`src/rtl/ciapr_defines.svh`:
```
`ifndef CIAPR_DEFINES_SVH
`define CIAPR_DEFINES_SVH

// register byte offsets
`define CIAPR_OFF_MON        8'h00
`define CIAPR_OFF_INT        8'h08
`define CIAPR_OFF_RST        8'h0c

// reset values
`define CIAPR_RST_MON        32'h0000_0000
`define CIAPR_RST_INT        32'h0000_0000
`define CIAPR_RST_RST        32'h0000_0000

// clock interrupt register fields
`define CIAPR_FLAG_LSB       0
`define CIAPR_IE_LSB         8
`define CIAPR_CLR_LSB        16
`define CIAPR_IE_MASK        7'h7f
`define CIAPR_BIT_HXT_STUCK  7
`define CIAPR_BIT_PLL_MIE    14
`define CIAPR_BIT_LXT_MIE    13

// monitor control register fields
`define CIAPR_BIT_NMI_EN     0

// peripheral reset register: writable bits, rest reserved zero
`define CIAPR_RST_MASK       32'hc030_7e03
`define CIAPR_BIT_CAN1       31
`define CIAPR_BIT_CAN0       30
`define CIAPR_BIT_TMR20      21
`define CIAPR_BIT_TMR19      20
`define CIAPR_BIT_USART0     14
`define CIAPR_BIT_TMR7       13
`define CIAPR_BIT_SPI0       12
`define CIAPR_BIT_TMR0       11
`define CIAPR_BIT_ADC1       10
`define CIAPR_BIT_ADC0       9
`define CIAPR_BIT_CMP        1
`define CIAPR_BIT_CFG        0

// synchroniser depth for clock monitor inputs
`define CIAPR_SYNC_STAGES    3

`endif

```
`src/rtl/ciapr_pkg.sv`:
```
package ciapr_pkg;

  typedef logic [31:0] ciapr_word_t;
  typedef logic [7:0]  ciapr_flags_t;
  typedef logic [6:0]  ciapr_ie_t;

endpackage : ciapr_pkg

```
`src/rtl/ciapr_sync.sv`:
```
`timescale 1ns/1ps
`include "ciapr_defines.svh"

module ciapr_sync
  import ciapr_pkg::*;
#(
  parameter int WIDTH = 8
)
(
  input  wire logic             clk,
  input  wire logic             reset,
  input  wire logic [WIDTH-1:0] async_in,
  output logic      [WIDTH-1:0] level_out
);

  logic [WIDTH-1:0] stage1;
  logic [WIDTH-1:0] stage2;
  logic [WIDTH-1:0] stage3;

  // three flop chain, first stage read only by second
  always_ff @(posedge clk or posedge reset)
  begin
    if (reset)
    begin
      stage1 <= '0;
      stage2 <= '0;
      stage3 <= '0;
    end
    else
    begin
      stage1 <= async_in;
      stage2 <= stage1;
      stage3 <= stage2;
    end
  end

  // accept a change once second and third stage agree
  always_ff @(posedge clk or posedge reset)
  begin
    if (reset)
      level_out <= '0;
    else
      level_out <= (~(stage2 ^ stage3) & stage3)
                 | ((stage2 ^ stage3) & level_out);
  end

endmodule : ciapr_sync

```
`src/rtl/ciapr_top.sv`:
```
// Decided for this implementation: the strobed register port.
`timescale 1ns/1ps
`include "ciapr_defines.svh"

module ciapr_top
  import ciapr_pkg::*;
#(
  parameter int ADDR_W = 8
)
(
  input  wire logic              clk,
  input  wire logic              reset,
  input  wire logic [ADDR_W-1:0] addr,
  input  wire logic [31:0]       wdata,
  input  wire logic              wr,
  input  wire logic              rd,
  output logic      [31:0]       rdata,
  input  wire logic              pll_stable,
  input  wire logic              fast_xtal_stable,
  input  wire logic              fast_rc_stable,
  input  wire logic              slow_xtal_stable,
  input  wire logic              slow_rc_stable,
  input  wire logic              fast_xtal_stuck,
  input  wire logic              pll_stuck,
  input  wire logic              slow_xtal_stuck,
  output logic                   irq,
  output logic                   nmi,
  output logic                   can_unit1_hold,
  output logic                   can_unit0_hold,
  output logic                   timer_unit20_hold,
  output logic                   timer_unit19_hold,
  output logic                   usart_unit0_hold,
  output logic                   timer_unit7_hold,
  output logic                   spi_unit0_hold,
  output logic                   timer_unit0_hold,
  output logic                   adc_unit1_hold,
  output logic                   adc_unit0_hold,
  output logic                   comparator_hold,
  output logic                   sysconfig_hold
);

  // address match against an 8-bit offset
  function automatic logic hit(input logic [ADDR_W-1:0] a,
                               input logic [7:0]        off);
    hit = (a == ADDR_W'(off));
  endfunction : hit

  ciapr_flags_t flags;
  ciapr_ie_t    ie;
  ciapr_word_t  hold;
  logic         clock_monitor_nmi_en;
  ciapr_flags_t mon_level;
  ciapr_flags_t mon_prev;
  ciapr_flags_t events;
  ciapr_flags_t gate;
  ciapr_flags_t set_vec;
  ciapr_flags_t clr_vec;
  ciapr_flags_t next_flags;
  logic         wr_int;
  logic         wr_rst;
  logic         wr_mon;
  logic         nmi_set_wr;
  logic         next_irq;

  // monitor inputs, order matches flag bits 7..0
  ciapr_sync #(
    .WIDTH     (8)
  ) u_sync (
    .clk       (clk),
    .reset     (reset),
    .async_in  ({fast_xtal_stuck, pll_stuck, slow_xtal_stuck, pll_stable,
                 fast_xtal_stable, fast_rc_stable, slow_xtal_stable,
                 slow_rc_stable}),
    .level_out (mon_level)
  );

  // previous filtered level for rising edge detection
  always_ff @(posedge clk or posedge reset)
  begin
    if (reset)
      mon_prev <= '0;
    else
      mon_prev <= mon_level;
  end

  // write decode
  assign wr_int     = wr && hit(addr, `CIAPR_OFF_INT);
  assign wr_rst     = wr && hit(addr, `CIAPR_OFF_RST);
  assign wr_mon     = wr && hit(addr, `CIAPR_OFF_MON);
  assign nmi_set_wr = wr_mon && wdata[`CIAPR_BIT_NMI_EN];

  // set and clear vectors for the eight flags
  assign events  = mon_level & ~mon_prev;
  assign gate    = {3'b111, ie[4:0]};
  assign set_vec = events & gate;
  assign clr_vec = (wr_int ? wdata[`CIAPR_CLR_LSB +: 8] : 8'h00)
                 | {nmi_set_wr, 7'h00};
  assign next_flags = (flags & ~clr_vec) | set_vec;

  // flags: hardware set wins over software clear
  always_ff @(posedge clk or posedge reset)
  begin
    if (reset)
      flags <= 8'(`CIAPR_RST_INT);
    else
      flags <= next_flags;
  end

  // interrupt enables, bits 14..8
  always_ff @(posedge clk or posedge reset)
  begin
    if (reset)
      ie <= '0;
    else if (wr_int)
      ie <= wdata[`CIAPR_IE_LSB +: 7] & `CIAPR_IE_MASK;
  end

  // clock monitor nmi enable
  always_ff @(posedge clk or posedge reset)
  begin
    if (reset)
      clock_monitor_nmi_en <= 1'b0;
    else if (wr_mon)
      clock_monitor_nmi_en <= wdata[`CIAPR_BIT_NMI_EN];
  end

  // peripheral reset holds, reserved bits stay zero
  always_ff @(posedge clk or posedge reset)
  begin
    if (reset)
      hold <= `CIAPR_RST_RST;
    else if (wr_rst)
      hold <= wdata & `CIAPR_RST_MASK;
  end

  // hold outputs straight from the register bits
  assign can_unit1_hold    = hold[`CIAPR_BIT_CAN1];
  assign can_unit0_hold    = hold[`CIAPR_BIT_CAN0];
  assign timer_unit20_hold = hold[`CIAPR_BIT_TMR20];
  assign timer_unit19_hold = hold[`CIAPR_BIT_TMR19];
  assign usart_unit0_hold  = hold[`CIAPR_BIT_USART0];
  assign timer_unit7_hold  = hold[`CIAPR_BIT_TMR7];
  assign spi_unit0_hold    = hold[`CIAPR_BIT_SPI0];
  assign timer_unit0_hold  = hold[`CIAPR_BIT_TMR0];
  assign adc_unit1_hold    = hold[`CIAPR_BIT_ADC1];
  assign adc_unit0_hold    = hold[`CIAPR_BIT_ADC0];
  assign comparator_hold   = hold[`CIAPR_BIT_CMP];
  assign sysconfig_hold    = hold[`CIAPR_BIT_CFG];

  // request: stable flags already gated, monitor flags 6 and 5 by their enables, flag 7 only to nmi
  assign next_irq = (|next_flags[4:0])
                  | (next_flags[6] & ie[6])
                  | (next_flags[5] & ie[5]);

  always_ff @(posedge clk or posedge reset)
  begin
    if (reset)
    begin
      irq <= 1'b0;
      nmi <= 1'b0;
    end
    else
    begin
      irq <= next_irq;
      nmi <= next_flags[`CIAPR_BIT_HXT_STUCK];
    end
  end

  // read data, valid only in the cycle after the strobe
  always_ff @(posedge clk or posedge reset)
  begin
    if (reset)
      rdata <= '0;
    else if (rd && hit(addr, `CIAPR_OFF_INT))
      rdata <= {16'h0000, 1'b0, ie, flags};
    else if (rd && hit(addr, `CIAPR_OFF_RST))
      rdata <= hold;
    else if (rd && hit(addr, `CIAPR_OFF_MON))
      rdata <= {31'h0, clock_monitor_nmi_en};
    else
      rdata <= '0;
  end
endmodule : ciapr_top

```
`config.mk`:
```
export PLATFORM = sky130hd
export DESIGN_NAME = ciapr_top
export DESIGN_NICKNAME = d
export VERILOG_FILES = /design/src/rtl/ciapr_pkg.sv /design/src/rtl/ciapr_sync.sv /design/src/rtl/ciapr_top.sv
export VERILOG_INCLUDE_DIRS = /design/src /design/src/rtl
export SDC_FILE = /design/constraint.sdc
export NUM_CORES = 1
export LEC_CHECK = 0
export BUFFER_PORTS_ARGS = -buffer_cell sky130_fd_sc_hd__buf_4
export CORE_AREA = 4 4 93 95
export CTS_CLUSTER_DIAMETER = 100
export DETAILED_ROUTE_END_ITERATION = 10
export DIE_AREA = 0 0 97 99
export GPL_ROUTABILITY_DRIVEN = 0
export SYNTH_ARGS = -nofsm -noshare
export SYNTH_HDL_FRONTEND = slang
export SYNTH_HIERARCHICAL = 1
export SYNTH_SLANG_ARGS = --single-unit
export TNS_END_PERCENT = 1
```
`constraint.sdc`:
```
create_clock -name clk -period 2.6 [get_ports clk]
set_input_delay 0.52 -clock clk [delete_from_list [all_inputs] [get_ports clk]]
set_output_delay 0.52 -clock clk [all_outputs]
set_load 0.02 [all_outputs]
```
==> results.txt <==
For this configuration, the core starts out at a cell density of 0.400. The register area share after synthesis came out at 0.712. The critical-path cell with the highest stage delay is sky130_fd_sc_hd__or4_4. The number of buffer and inverter stages on the critical path came out at 1.

The via count of the first global-routing pass is 1755. Traced cell by cell, the critical path runs through buf_4 -> or4_4 -> o41ai_1 -> o21ai_1 -> or3_1 -> a211o_1. The switching share of total power came out at 0.210. The logic depth of the worst register-to-register path is 5. The largest net degree at the start of global routing is 33. The area overhead of the layout relative to synthesis is 28.4%. The number of warnings issued by yosys is 6. The number of buffers on the longest clock path came out at 2. The area taken by multi-input logic gates came out at approximately 770 µm². The number of failing setup endpoints in the final timing report came out at 0. For this design the static power due to leakage is 1.98 nW. The level count of the clock H-tree is 3. The synthesized design contains 0 enable-type register cells. The count of unique library cells instantiated by Yosys came out at 30.

The worst slew margin relative to its limit is 0.645. The largest total area in the synthesized netlist belongs to sky130_fd_sc_hd__dfrtp_1. The number of vias in the routed layout came out at 1748. The initial antenna violation count came out at 0. TritonCTS created 9 clock buffers. For the worst-skew pair, the clock arrives at the later sink with an insertion delay of 0.34 ns.

TritonCTS built the clock tree. The portion of synthesized area spent on multiplexers is 0.0756. The cell with the most instances after synthesis is sky130_fd_sc_hd__dfrtp_1. By count the netlist is led by sky130_fd_sc_hd__dfrtp_1 (88), sky130_fd_sc_hd__mux2_1 (19), sky130_fd_sc_hd__buf_4 (13), sky130_fd_sc_hd__and2_1 (11), sky130_fd_sc_hd__nand2_1 (10). In the final design database the tool counted ~340 nets. The clock edge transition at the registers on the reported setup and hold paths came out at 0.08 ns. The depth of the critical timing path with buffers and inverters included came out at 6. The timing endpoint of the critical path is irq.

The number of pins exceeding their max-slew limit in the final report came to 0. Buffers placed on the I/O ports in this run total between 70 and 80. The worst-margin pin slew came out at 0.532 ns. The repair_antennas step left the layout with diodes totalling 0.

The summed instance area of the synthesized netlist came out at 3090 µm². The analysis attributes to net switching a power of 0.000583 W. Of the total power, registers draw 0.526. The tree is rooted in a sky130_fd_sc_hd__clkbuf_8. After detailed placement, the total cell area comes to 3720 µm². The first routing iteration left 30 violations. The number of rows created at floorplan is 32. The total negative slack is 0 ns. The core region area is 7730 µm².

The largest fanout on the critical path is 7. The gate count after technology mapping is 210. The final-report hold violation count came out at 0. The clock drives 88 sinks.

The wire length per cell is 13.8 µm. The critical path startpoint is addr[5]. The setup path with the least slack is of type input pin to flop. The simple-gate share of the synthesized area came out at 0.0676. The kind of start point of the critical path is an input pin. The xor and xnor fraction of the mapped netlist area is 0. The reg2reg setup slack is 1.01 ns. The fraction of the mapped netlist area in adder cells came out at 0.0291. The proportion of synthesized flip-flops having asynchronous set or reset came out at 1.00. The clock skew is 0.00351 ns. The fraction of final layout cells with drive strength greater than 1 came out at 0.355.

After layout, the minimum clock period comes to 2.09 ns. The worst-case vdd ir drop is 0.346 mV. For this run, the leading register cell type out of synthesis is sky130_fd_sc_hd__dfrtp_1. The combined global-route utilization of all metal layers came out at 0.120. STA classifies the critical path endpoint as a flop. In the finished design, the share of the clock period the worst path needs comes to 0.805. The tool flagged a number of max-cap violations equal to 0. The post-synthesis sequential element count is ~90. The aggregate global routing overflow came out at 0. In this run the post-CTS setup repair buffer count came out at 0. For this run, design rule violations remaining after detail routing come to 0. The compound-cell area share of the yosys netlist came to 0.0607. The count of nets left with antenna violations after detail routing is 0.

The min-delay analysis places its worst path in the category input pin to asynchronous set/reset pin. The first-pass GRT wire length is 9.07 mm. The vias per cell came out at 4.39. In this run the power density over the cells is ~700 nW/µm². The footprint of the flip-flops and latches came out at about 2200 µm². The number of fill cells came out at 652.

Buffers inserted to repair hold after CTS numbered 0. The die footprint is 9600 µm². The cell area after layout came out at about 4000 µm². The highest clock frequency the design can meet is ~0.48 GHz.

The delay contributed by the slowest stage of the critical path came out at 0.59 ns. The floorplan die height is 99 µm. The number of gates given a new drive strength after cts came out at 0.

Pin placement for this block handled 98 I/O pins. After synthesis, the largest family of logic cells by area is multiplexers. The average instance area after synthesis is 14.7 µm². The share of the synthesized area in the top cell type is 0.712. The proportion of power drawn by the clock network is 0.412.

The gate family responsible for the most delay along the worst path is simple AND/OR/NAND/NOR gates. By area the synthesized netlist is led by sky130_fd_sc_hd__dfrtp_1 (71%), sky130_fd_sc_hd__mux2_1 (6.9%), sky130_fd_sc_hd__buf_4 (3.2%), sky130_fd_sc_hd__maj3_2 (2.9%), sky130_fd_sc_hd__a22o_1 (2.3%). The cell-internal power came out at 0.00220 W. The overall routed net length came out at 5.50 mm. The chip width came out at 97 µm. The post-DP HPWL came out at about 4 mm.

STA puts the critical path data arrival time at 2.32 ns. The share of power burned in combinational logic is 0.061. The first TritonRoute pass finished after 4 iterations. Setup repair after global routing left no endpoint under its margin. The required time of the worst setup path is around 2.8 ns. The run finished with clean final reports. The worst register-to-register path ends at irq.
## routing by layer
layer | up-vias | global-route usage | part of all wire
met5 | - | 0 | 0
met4 | 0 | 0.0616 | 0.013
met3 | 6 | 0.0375 | 0.072
met2 | 56 | 0.175 | 0.45
met1 | 838 | 0.160 | 0.46
li1 | 848 | - | -
## area by class of cell
cell class | instances | share of cell area
clock buffer | 11 | 0.0381
tap | 102 | 0.0321
multi-input combinational | 105 | 0.194
timing repair buffer | 78 | 0.147
inverter | 9 | 0.00850
sequential | 88 | 0.554
clock inverter | 5 | 0.0258
## power groups by stage
stage | clock network [W] | logic [W] | registers (W)
after floorplan | 0 | 0.0000993 | 0.00149
after global placement | 0 | 0.000172 | 0.00149
after detailed placement | 0 | 0.000174 | 0.00149
after CTS | 0.00118 | 0.000175 | 0.00147
after global routing | 0.00124 | 0.000191 | 0.00147
final | 0.00115 | 0.000171 | 0.00146
## through the flow
stage,cells,hold slack [ns],total power (W),utilization,setup WS [ns]
global placement,382,0.331,0.00166,0.481,0.167
floorplan,222,0.331,0.00159,-,0.340
detailed placement,382,0.335,0.00167,0.481,0.124
CTS,398,0.229,0.00282,0.514,0.496
global route,398,0.252,0.00290,0.514,0.431
finish,398,0.226,0.00278,0.514,0.508
## flip-flops by register name (all words and copies together), names as in the netlist, named ones only
| name | flops |
|---|---|
| clock_monitor_nmi_en | 1 |
| flags | 8 |
| hold | 12 |
| ie | 7 |
| irq | 1 |
| mon_prev | 8 |
| rdata | 19 |
| u_sync/stage1 | 8 |
| u_sync/stage2 | 8 |
| u_sync/stage3 | 8 |
## cells by family after synthesis
group           count (synthesis)
mux                            21
other cells                     1
flops                          88
buf+inv                        29
simple gates                   39
compound gates                 24
fa+ha+maj                       8
## layout by cell type, fill, tap and decap left out, types with 2 or more instances in the layout
master	netlist	final
sky130_fd_sc_hd__a22o_1	8	8
sky130_fd_sc_hd__mux2i_1	2	2
sky130_fd_sc_hd__clkbuf_8	0	11
sky130_fd_sc_hd__dfrtp_1	88	88
sky130_fd_sc_hd__a211o_1	2	2
sky130_fd_sc_hd__buf_4	13	78
sky130_fd_sc_hd__maj3_2	8	8
sky130_fd_sc_hd__nand2_1	10	10
sky130_fd_sc_hd__nor3_1	2	2
sky130_fd_sc_hd__nor2b_1	2	2
sky130_fd_sc_hd__conb_1	1	13
sky130_fd_sc_hd__nand3_1	2	2
sky130_fd_sc_hd__o21ai_1	6	6
sky130_fd_sc_hd__inv_1	9	8
sky130_fd_sc_hd__nor2_1	6	6
sky130_fd_sc_hd__bufinv_16	0	3
sky130_fd_sc_hd__and2_1	11	11
sky130_fd_sc_hd__o41ai_1	4	4
sky130_fd_sc_hd__mux2_1	19	19
## how the worst min path moves through the flow
stage	cells past startpoint	end
2_1_floorplan	0	u_sync/stage2[0]
3_3_place_gp	0	u_sync/stage2[0]
3_5_place_dp	0	u_sync/stage2[1]
4_1_cts	2	rdata[1]
5_1_grt	1	u_sync/stage1[7]
6_report	2	rdata[1]
(Power assumes the default switching activity.)
